===== src/hdl/vspf_pkg.sv =====
`default_nettype none
package vspf_pkg;

  // ----------------------------------------------------------------
  // Clock and time base
  // ----------------------------------------------------------------
  localparam int CLK_HZ = 25_000_000;
  localparam int RTC_HZ = 10_000_000;
  localparam int RTC_W  = 48;
  localparam int ACC_W  = 25;

  // ----------------------------------------------------------------
  // Stream clock reference conversion
  // ----------------------------------------------------------------
  localparam int SCR_BASE_W = 33;
  localparam int SCR_EXT_W  = 9;
  localparam int DIVD_W     = 46;
  localparam logic [DIVD_W-1:0] SCR_BASE_MUL = 46'h0000_0000_012C;
  localparam logic [DIVD_W-1:0] RTC_MUL      = 46'h0000_0000_000A;
  localparam logic [5:0]        SCR_DIV      = 6'h1B;
  // Half the divisor, added before dividing to round to nearest.
  localparam logic [DIVD_W-1:0] ROUND_ADD    = 46'h0000_0000_000D;
  localparam logic [5:0]        DIV_STEPS    = 6'h2E;

  // ----------------------------------------------------------------
  // Channel specific word layout and reset values
  // ----------------------------------------------------------------
  localparam int AUDIO_BIT   = 26;
  localparam int TIER_LSB    = 22;
  localparam int KLV_BIT     = 21;
  localparam int SYNC_BIT    = 20;
  localparam int STAMP_BIT   = 19;
  localparam int PROFILE_LSB = 15;
  localparam int ETIME_BIT   = 14;
  localparam int RATE_BIT    = 13;
  localparam int TYPE_BIT    = 12;
  localparam int COUNT_LSB   = 0;
  localparam int COUNT_W     = 12;
  localparam int WORD_W      = 32;
  localparam logic [31:0] WORD_RST  = 32'h0000_0000;
  localparam logic [11:0] COUNT_ONE = 12'h001;
  localparam logic [11:0] COUNT_ZERO = 12'h000;

  typedef enum logic [3:0] {
    PROF_BASELINE = 4'h0,
    PROF_MAIN     = 4'h1,
    PROF_EXTENDED = 4'h2,
    PROF_HIGH     = 4'h3,
    PROF_HIGH10   = 4'h4,
    PROF_HIGH422  = 4'h5,
    PROF_HIGH444  = 4'h6
  } vspf_profile_t;

  typedef enum logic [4:0] {
    ST_IDLE = 5'b00001,
    ST_CSDW = 5'b00010,
    ST_STLO = 5'b00100,
    ST_STHI = 5'b01000,
    ST_DATA = 5'b10000
  } vspf_state_t;

  // Assembles the channel specific word; bits above the audio bit stay zero.
  function automatic logic [31:0] buildCsdw(input logic audio, input logic [3:0] tier, input logic klv,
                                            input logic sync, input logic stamp, input logic [3:0] profile,
                                            input logic etime, input logic rate, input logic ptype,
                                            input logic [11:0] count);
    logic [31:0] w;
    w = WORD_RST;
    w[AUDIO_BIT] = audio;
    w[TIER_LSB +: 4] = tier;
    w[KLV_BIT] = klv;
    w[SYNC_BIT] = sync;
    w[STAMP_BIT] = stamp;
    w[PROFILE_LSB +: 4] = profile;
    w[ETIME_BIT] = etime;
    w[RATE_BIT] = rate;
    w[TYPE_BIT] = ptype;
    w[COUNT_LSB +: COUNT_W] = count;
    return w;
  endfunction

  // Rounded dividend: (base * 300 + ext) * 10 + 13.
  function automatic logic [DIVD_W-1:0] scrDividend(input logic [32:0] base, input logic [8:0] ext);
    logic [DIVD_W-1:0] scr;
    scr = DIVD_W'(DIVD_W'(base) * SCR_BASE_MUL) + DIVD_W'(ext);
    return DIVD_W'(scr * RTC_MUL) + ROUND_ADD;
  endfunction

endpackage
`default_nettype wire


===== src/hdl/vspf_rtc.sv =====
`default_nettype none
// ------------------------------------------------------------------
// Relative time counter at 10 MHz derived from the system clock
// ------------------------------------------------------------------
module vspf_rtc (
  input  wire logic        clk_sys,
  input  wire logic        rst,
  output logic [47:0]      rtcValue
);

  logic [vspf_pkg::ACC_W-1:0] acc_r;
  logic                       tick;

  // Fractional divider: two ticks every five clocks, no second clock needed.
  assign tick = (acc_r + vspf_pkg::ACC_W'(vspf_pkg::RTC_HZ)) >= vspf_pkg::ACC_W'(vspf_pkg::CLK_HZ);

  // Phase accumulator.
  always_ff @(posedge clk_sys) begin
    if (rst) begin
      acc_r <= '0;
    end else if (tick) begin
      acc_r <= acc_r + vspf_pkg::ACC_W'(vspf_pkg::RTC_HZ) - vspf_pkg::ACC_W'(vspf_pkg::CLK_HZ);
    end else begin
      acc_r <= acc_r + vspf_pkg::ACC_W'(vspf_pkg::RTC_HZ);
    end
  end

  // Counter advances on each enable pulse.
  always_ff @(posedge clk_sys) begin
    if (rst) begin
      rtcValue <= '0;
    end else if (tick) begin
      rtcValue <= rtcValue + 48'h0000_0000_0001;
    end
  end

endmodule // vspf_rtc
`default_nettype wire


===== src/hdl/vspf_scr_conv.sv =====
`default_nettype none
// ------------------------------------------------------------------
// Stream clock reference to 10 MHz time, one quotient bit per clock
// ------------------------------------------------------------------
module vspf_scr_conv (
  input  wire logic        clk_sys,
  input  wire logic        rst,
  input  wire logic [32:0] scrBase,
  input  wire logic [8:0]  scrExt,
  input  wire logic        scrStart,
  output logic [47:0]      rtcOut,
  output logic             rtcDone,
  output logic             busy
);

  logic [45:0] num_r;
  logic [5:0]  rem_r;
  logic [5:0]  cnt_r;
  logic [5:0]  remSh;
  logic        qBit;

  // A serial divider trades 46 cycles of latency for a tiny footprint.
  assign remSh = {rem_r[4:0], num_r[45]};
  assign qBit  = remSh >= vspf_pkg::SCR_DIV;

  always_ff @(posedge clk_sys) begin
    if (rst) begin
      num_r   <= '0;
      rem_r   <= '0;
      cnt_r   <= '0;
      busy    <= 1'b0;
      rtcDone <= 1'b0;
      rtcOut  <= '0;
    end else begin
      rtcDone <= 1'b0;
      if (scrStart && !busy) begin
        num_r <= vspf_pkg::scrDividend(scrBase, scrExt);
        rem_r <= '0;
        cnt_r <= vspf_pkg::DIV_STEPS;
        busy  <= 1'b1;
      end else if (busy) begin
        rem_r <= qBit ? remSh - vspf_pkg::SCR_DIV : remSh;
        num_r <= {num_r[44:0], qBit};
        cnt_r <= cnt_r - 6'h01;
        if (cnt_r == 6'h01) begin
          busy    <= 1'b0;
          rtcDone <= 1'b1;
          rtcOut  <= {2'b00, num_r[44:0], qBit};
        end
      end
    end
  end

endmodule // vspf_scr_conv
`default_nettype wire


===== src/hdl/vspf_framer.sv =====
`default_nettype none
module vspf_framer (
  input  wire logic        clk_sys,
  input  wire logic        rst,
  // Configuration from the recorder channel setup.
  input  wire logic        timestamp_insert_flag,
  input  wire logic [3:0]  coding_profile_field,
  input  wire logic        embedded_time_flag,
  input  wire logic        bit_rate_mode_flag,
  input  wire logic        stream_type_flag,
  input  wire logic        audio_coding_flag,
  input  wire logic [3:0]  coding_tier_field,
  input  wire logic        metadata_flag,
  input  wire logic        clock_sync_flag,
  input  wire logic [11:0] recordPkts,
  input  wire logic        countKnown,
  input  wire logic        absTimeSel,
  input  wire logic [63:0] absTime,
  // Carried packets from the encoder.
  input  wire logic [31:0] inData,
  input  wire logic        inValid,
  input  wire logic        inFirst,
  input  wire logic        inLast,
  output logic             inReady,
  // Recorder packet body towards assembly.
  output logic [31:0]      outData,
  output logic             outValid,
  output logic             outFirst,
  output logic             outLast,
  input  wire logic        outReady,
  // Reference conversion and time base.
  input  wire logic [32:0] scrBase,
  input  wire logic [8:0]  scrExt,
  input  wire logic        scrStart,
  output logic [47:0]      scrRtc,
  output logic             scrRtcDone,
  output logic             scrBusy,
  output logic [47:0]      rtcValue
);

  // ----------------------------------------------------------------
  // Declarations
  // ----------------------------------------------------------------
  vspf_pkg::vspf_state_t state_r;
  vspf_pkg::vspf_state_t state_nxt;
  logic        stampOn_r;
  logic [11:0] pktLeft_r;
  logic [31:0] stampHi_r;
  logic [31:0] skidData_r;
  logic        skidLast_r;
  logic        skidFull_r;
  logic        skidFull_nxt;
  logic        adv;
  logic        take;
  logic        lastRec;
  logic        slot;
  logic        emit;
  logic        emitFirst;
  logic [31:0] emitWord;
  logic [11:0] countField;
  logic [63:0] stampNow;

  // ----------------------------------------------------------------
  // Time sources
  // ----------------------------------------------------------------
  vspf_rtc u_rtc (
    .clk_sys  (clk_sys),
    .rst      (rst),
    .rtcValue (rtcValue)
  );

  vspf_scr_conv u_conv (
    .clk_sys  (clk_sys),
    .rst      (rst),
    .scrBase  (scrBase),
    .scrExt   (scrExt),
    .scrStart (scrStart),
    .rtcOut   (scrRtc),
    .rtcDone  (scrRtcDone),
    .busy     (scrBusy)
  );

  // Stamp source for the packet now starting.
  always_comb begin
    if (absTimeSel) begin
      stampNow = absTime;
    end else begin
      stampNow = {16'h0000, rtcValue};
    end
  end

  // ----------------------------------------------------------------
  // Output slot and handshake terms
  // ----------------------------------------------------------------
  // The output register is free when empty or being drained this cycle.
  assign adv     = !outValid || outReady;
  assign take    = inValid && inReady;
  assign lastRec = pktLeft_r == vspf_pkg::COUNT_ONE;
  // Generated words wait for the skid to empty so order is never swapped.
  assign slot    = adv && !skidFull_r;

  // The field follows the setting, while closing always uses the packet counter.
  // unknown count written zero.
  assign countField = countKnown ? recordPkts : vspf_pkg::COUNT_ZERO;

  // ----------------------------------------------------------------
  // Sequencer
  // ----------------------------------------------------------------
  // One word per header or stamp state; the stamp halves sit between packets only.
  always_comb begin
    state_nxt = state_r;
    emit      = 1'b0;
    emitFirst = 1'b0;
    emitWord  = vspf_pkg::WORD_RST;
    unique case (state_r)
      vspf_pkg::ST_IDLE: begin
        // A record opened mid-packet would split a packet, so non-first words wait here.
        // The encoder must therefore stay aligned to packet starts.
        // start on packet boundary.
        if (inValid && inFirst) begin
          state_nxt = vspf_pkg::ST_CSDW;
        end
      end
      vspf_pkg::ST_CSDW: begin
        if (slot) begin
          emit      = 1'b1;
          emitFirst = 1'b1;
          emitWord  = vspf_pkg::buildCsdw(audio_coding_flag, coding_tier_field, metadata_flag,
                                          clock_sync_flag, timestamp_insert_flag, coding_profile_field,
                                          embedded_time_flag, bit_rate_mode_flag, stream_type_flag,
                                          countField);
          state_nxt = timestamp_insert_flag ? vspf_pkg::ST_STLO : vspf_pkg::ST_DATA;
        end
      end
      vspf_pkg::ST_STLO: begin
        // Waiting for valid ties the stamp instant to the first word, not to an idle gap.
        // stamp taken as first word waits.
        if (slot && inValid) begin
          emit      = 1'b1;
          emitWord  = stampNow[31:0];
          state_nxt = vspf_pkg::ST_STHI;
        end
      end
      vspf_pkg::ST_STHI: begin
        if (slot) begin
          emit      = 1'b1;
          emitWord  = stampHi_r;
          state_nxt = vspf_pkg::ST_DATA;
        end
      end
      vspf_pkg::ST_DATA: begin
        // Packet words pass straight through; only a last word moves the sequencer.
        // close only after a whole packet.
        if (take && inLast) begin
          if (lastRec) begin
            state_nxt = vspf_pkg::ST_IDLE;
          end else begin
            state_nxt = stampOn_r ? vspf_pkg::ST_STLO : vspf_pkg::ST_DATA;
          end
        end
      end
      default: begin
        state_nxt = vspf_pkg::ST_IDLE;
      end
    endcase
  end

  // State register.
  always_ff @(posedge clk_sys) begin
    if (rst) begin
      state_r <= vspf_pkg::ST_IDLE;
    end else begin
      state_r <= state_nxt;
    end
  end

  // Per-record settings are frozen with the channel word.
  always_ff @(posedge clk_sys) begin
    if (rst) begin
      stampOn_r <= 1'b0;
      pktLeft_r <= vspf_pkg::COUNT_ZERO;
    end else if (state_r == vspf_pkg::ST_CSDW && slot) begin
      stampOn_r <= timestamp_insert_flag;
      // A zero setting still closes after one packet rather than never.
      pktLeft_r <= (recordPkts == vspf_pkg::COUNT_ZERO) ? vspf_pkg::COUNT_ONE : recordPkts;
    end else if (take && inLast) begin
      pktLeft_r <= pktLeft_r - vspf_pkg::COUNT_ONE;
    end
  end

  // Upper stamp half is held from the same instant as the lower.
  always_ff @(posedge clk_sys) begin
    if (rst) begin
      stampHi_r <= vspf_pkg::WORD_RST;
    end else if (state_r == vspf_pkg::ST_STLO && emit) begin
      stampHi_r <= stampNow[63:32];
    end
  end

  // ----------------------------------------------------------------
  // Skid register and ready
  // ----------------------------------------------------------------
  // Ready is registered, so one word may arrive while the output stalls.
  always_comb begin
    skidFull_nxt = skidFull_r;
    if (adv) begin
      skidFull_nxt = 1'b0;
    end else if (take) begin
      skidFull_nxt = 1'b1;
    end
  end

  // Skid storage.
  always_ff @(posedge clk_sys) begin
    if (rst) begin
      skidFull_r <= 1'b0;
      skidData_r <= vspf_pkg::WORD_RST;
      skidLast_r <= 1'b0;
    end else begin
      skidFull_r <= skidFull_nxt;
      if (!adv && take) begin
        skidData_r <= inData;
        skidLast_r <= inLast && lastRec;
      end
    end
  end

  // Accept data only in the data phase with the skid free.
  always_ff @(posedge clk_sys) begin
    if (rst) begin
      inReady <= 1'b0;
    end else begin
      inReady <= (state_nxt == vspf_pkg::ST_DATA) && !skidFull_nxt;
    end
  end

  // ----------------------------------------------------------------
  // Output register
  // ----------------------------------------------------------------
  // Skid first, then fresh input, then generated words.
  // A word already taken cannot be refused, so data outranks generated words.
  always_ff @(posedge clk_sys) begin
    if (rst) begin
      outData  <= vspf_pkg::WORD_RST;
      outValid <= 1'b0;
      outFirst <= 1'b0;
      outLast  <= 1'b0;
    end else if (adv) begin
      if (skidFull_r) begin
        outData  <= skidData_r;
        outValid <= 1'b1;
        outFirst <= 1'b0;
        outLast  <= skidLast_r;
      end else if (take) begin
        outData  <= inData;
        outValid <= 1'b1;
        outFirst <= 1'b0;
        outLast  <= inLast && lastRec; // Record ends on a packet end.
      end else if (emit) begin
        outData  <= emitWord;
        outValid <= 1'b1;
        outFirst <= emitFirst;
        outLast  <= 1'b0;
      end else begin
        outValid <= 1'b0;
        outFirst <= 1'b0;
        outLast  <= 1'b0;
      end
    end
  end

endmodule // vspf_framer
`default_nettype wire


===== config.mk =====
export PLATFORM = sky130hd
export DESIGN_NAME = vspf_framer
export DESIGN_NICKNAME = d
export VERILOG_FILES = /design/src/hdl/vspf_pkg.sv /design/src/hdl/vspf_rtc.sv /design/src/hdl/vspf_scr_conv.sv /design/src/hdl/vspf_framer.sv
export SDC_FILE = /design/constraint.sdc
export NUM_CORES = 1
export LEC_CHECK = 0
export ABC_AREA = 1
export BUFFER_PORTS_ARGS = -buffer_cell sky130_fd_sc_hd__buf_2
export CAP_MARGIN = 20
export CELL_PAD_IN_SITES_DETAIL_PLACEMENT = 0
export CELL_PAD_IN_SITES_GLOBAL_PLACEMENT = 1
export CORE_MARGIN = 8
export CORE_UTILIZATION = 46
export DETAILED_ROUTE_END_ITERATION = 8
export MAX_ROUTING_LAYER = met4
export PLACE_DENSITY_LB_ADDON = 0.1
export SLEW_MARGIN = 20
export SYNTH_ARGS = -nofsm -noshare
export SYNTH_HDL_FRONTEND = slang
export SYNTH_SLANG_ARGS = --single-unit

===== constraint.sdc =====
create_clock -name clk_sys -period 21.2 [get_ports clk_sys]
set_clock_uncertainty 0.1 [all_clocks]
set_input_delay 2.12 -clock clk_sys [delete_from_list [all_inputs] [get_ports clk_sys]]
set_output_delay 2.12 -clock clk_sys [all_outputs]
set_load 0.01 [all_outputs]

==> implementation parameters <==
Parameter                              Value

Run status
  Run status ... completed

Setup path
  Highest net fanout along the worst path ... 6
  CP Class ... primary input to flop
  Arrival time of the worst setup path ... 9420 ps
  Max incr delay on CP ... 560 ps
  Worst reg2reg setup slack ... 17460 ps
  Endpoint class of the critical path ... flop
  Cell at the slowest stage of the critical path ... fa_1
  CP required ... 21570 ps
  Startpoint kind of the worst setup timing path ... primary input
  R2r worst-path depth ... 18
  Capture point of the worst reg-to-reg path ... u_rtc.acc_r[10]
  Family with the most delay on the worst path ... simple AND/OR/NAND/NOR gates
  Total buffers and inverters traversed by the critical path ... 6
  Logic depth of the worst setup path including buffers ... 41
  Startpoint of the worst-slack reg-to-reg timing path ... u_rtc.acc_r[7]
  Cell seen most often among critical-path stages ... nand2_1

Floorplanning
  Full die area ... 65500 um^2
  Effective utilization at floorplan ... 0.462
  Chip Height ... 256 um
  Core ar. ... 57400 um^2
  Cell row count ... 88
  IO Pins ... 308
  Die outline width ... 256 um

Synthesis
  Top_reg_cell synth ... dfxtp_1
  Area share of the leading cell type in the synthesized netlist ... 0.221
  Portion of the post-synthesis area used by sequential elements ... 0.221
  Area contributors post-synth ... dfxtp_1 22%, nand2_1 19%, ha_1 10%, inv_1 9.8%, a21oi_1 5.9%
  FFs w/ async S/R, synth ... 0
  Synthesized instance count ... 4249
  Number of synthesized register bits ... 292
  Number of flops mapped to enable cells by yosys ... 0
  Library cell occupying the most area in the post-synthesis netlist ... dfxtp_1
  Post-Synthesis Cell Area ... 26500 um^2
  Synth cell types ... 62
  Mean instance size in the synthesized netlist ... 6.23 um^2
  Yosys warning total ... 0

Hold path
  Worst hold stages ... 2
  Hold Crit Start ... u_conv.rtcOut[12]
  Hold EP ... u_conv.rtcOut[12]
  Path category of the worst min-delay check ... flop to flop

Timing
  Setup TNS ... 0 ps
  Worst Tran Pin Value ... 1040 ps
  Final worst path period share ... 0.427
  Peak clock frequency supported by timing ... 111 MHz
  Tmin final ... 9050 ps
  Total of endpoints with negative setup slack in the final report ... 0
  Slew Viols, Final ... 0
  Worst max-slew margin expressed relative to the limit ... 0.305
  Hold violation count in the final report ... 0
  RSZ-0062 raised after global routing ... no

Routing
  DR vias/cell ... 5.16
  Number of vias in the routed layout ... 27.3k
  Wire length per cell after detailed routing ... 16.7 um
  Number of nets with antenna violations after routing ... 0
  Post-Route WL ... 88100 um
  DR DRC count ... 0
  Number of search-and-repair iterations in the first detailed-routing pass ... 6
  Starting DRC count in detailed routing ... 1943

Placed design
  Placer Congestion ... 0.978
  Post-DP Area ... 28600 um^2
  HPWL Detailed ... 70900 um
  Number of input and output port buffers inserted ... 305

Global route
  Total congestion overflow after global routing ... 0
  First-pass GRT wire length ... 141000 um
  Global-route usage over all layers ... 0.269
  Initial antenna violation count ... 6
  Via count of the first global-routing pass ... 26.6k
  Largest net degree at the start of global routing ... 97

CTS
  Number of post-CTS setup repair buffers ... 0
  Library cell used as clock root buffer ... clkbuf_16
  TritonCTS buffer count ... 35
  Post_cts resized ... 0
  Number of clock sinks ... 292
  Clock tree from TritonCTS ... built
  Clock insertion delay at the later pin of the skew report ... 550 ps
  Maximum number of buffers from clock root to sink ... 3
  Clock slew seen by the registers of the worst setup and hold paths ... 60 ps
  Number of hold-repair buffers added at the cts stage ... 0
  H-Tree Depth ... 2

Finish
  Fin nets ... 4936
  Area growth from synthesis to layout ... 12.4%
  Most used cells in the layout excluding fill and tap cells ... 1310 x nand2_1, 690 x inv_1, 341 x nor2_1
  Most common cell after layout, fill and taps aside ... nand2_1
  Share of post-route cells with drive strength above 1 ... 0.105
  Final instance area ... 29800 um^2

Job
  Number of max-cap violations ... 0
-- cells by family after synthesis --
group                      after synthesis  share of synthesized area
DFF                                    292                      0.221
xor gates and xnor gates               133                     0.0463
buffers and inverters                  821                      0.120
AOI/OAI and AO/OA                      641                      0.139
and+or+nand+nor                       2089                      0.329
muxes                                    1                   0.000378
adders and majority gates              271                      0.145
other                                    1                   0.000142
-- worst reg2reg max path: cells and delay by family, from the launching register on --
| family | cells | cell delay (ps) |
|---|---|---|
| AND/OR/NAND/NOR | 11 | 1540 |
| buffers and inverters | 2 | 670 |
| AO/OA/AOI/OAI | 3 | 480 |
| flip-flops | 1 | 430 |
| adder cells (fa/ha/maj) | 1 | 240 |
| XOR/XNOR | 1 | 200 |
-- cell usage after synthesis (12+ instances only) --
| cell | instances |
|---|---|
| nand2_2 | 19 |
| xnor2_1 | 32 |
| o211ai_1 | 14 |
| a31oi_1 | 27 |
| nor4_1 | 19 |
| a22oi_1 | 50 |
| a211oi_1 | 21 |
| inv_1 | 692 |
| a21oi_1 | 313 |
| nand4_1 | 48 |
| o21ai_0 | 152 |
| fa_1 | 59 |
| a41oi_1 | 12 |
| clkbuf_1 | 96 |
| dfxtp_1 | 292 |
| nand3_1 | 204 |
| nor3_1 | 61 |
| nor2_2 | 19 |
| a221oi_1 | 14 |
| ha_1 | 212 |
| nand2_1 | 1310 |
| xor2_1 | 93 |
| nor2_1 | 347 |
-- sequential cells by signal, indices dropped and copies added, names as in the netlist, 6 cells and up --
signal          cells
u_conv.cnt_r        6
u_conv.num_r       46
outData            32
pktLeft_r          12
u_rtc.acc_r        19
skidData_r         32
u_conv.rtcOut      46
stampHi_r          32
u_rtc.rtcValue     48
-- metrics by stage --
step | hold slack [ps] | util | cells | worst slack [ps]
3_5_place_dp | 352 | 0.499 | 5219 | 11610
6_report | 360 | 0.519 | 5287 | 12150
3_3_place_gp | 336 | 0.499 | 5219 | 11680
2_1_floorplan | 324 | - | 4250 | 12840
4_1_cts | 362 | 0.519 | 5282 | 12160
5_1_grt | 378 | 0.519 | 5286 | 11410
-- layer usage --
metal  routed length [um]  share of wire  up-vias  track usage
li1                     -              -    14000            -
met1                37700           0.43    12400        0.319
met2                42600           0.48      737        0.467
met3                 4770          0.054      142       0.0316
met4                 3130          0.035        0       0.0935
met5                    0              0        -            -
-- layout make-up --
cell class	count	area, um^2
clock inverters	10	144
multi-input cells	3137	17500
fillers	6234	27600
inverters	702	2640
repair buffers	323	1670
well taps	765	957
flip-flops and latches	292	5850
clock buffers	53	1000
diodes	5	12.5
-- worst max-delay path by stage --
stage	from	endpoint	slack, ps
finish	scrBase[10]	u_conv.num_r[45]	12150
global route	scrBase[5]	u_conv.num_r[45]	11410
CTS	scrBase[10]	u_conv.num_r[43]	12160
detailed placement	scrBase[10]	u_conv.num_r[43]	11610
global placement	scrBase[9]	u_conv.num_r[45]	11680
floorplan	scrBase[5]	u_conv.num_r[44]	12840
Power is left out: the tool's default activity adds up to more than one toggle a clock period on the data nets, which glitch-free logic cannot reach.
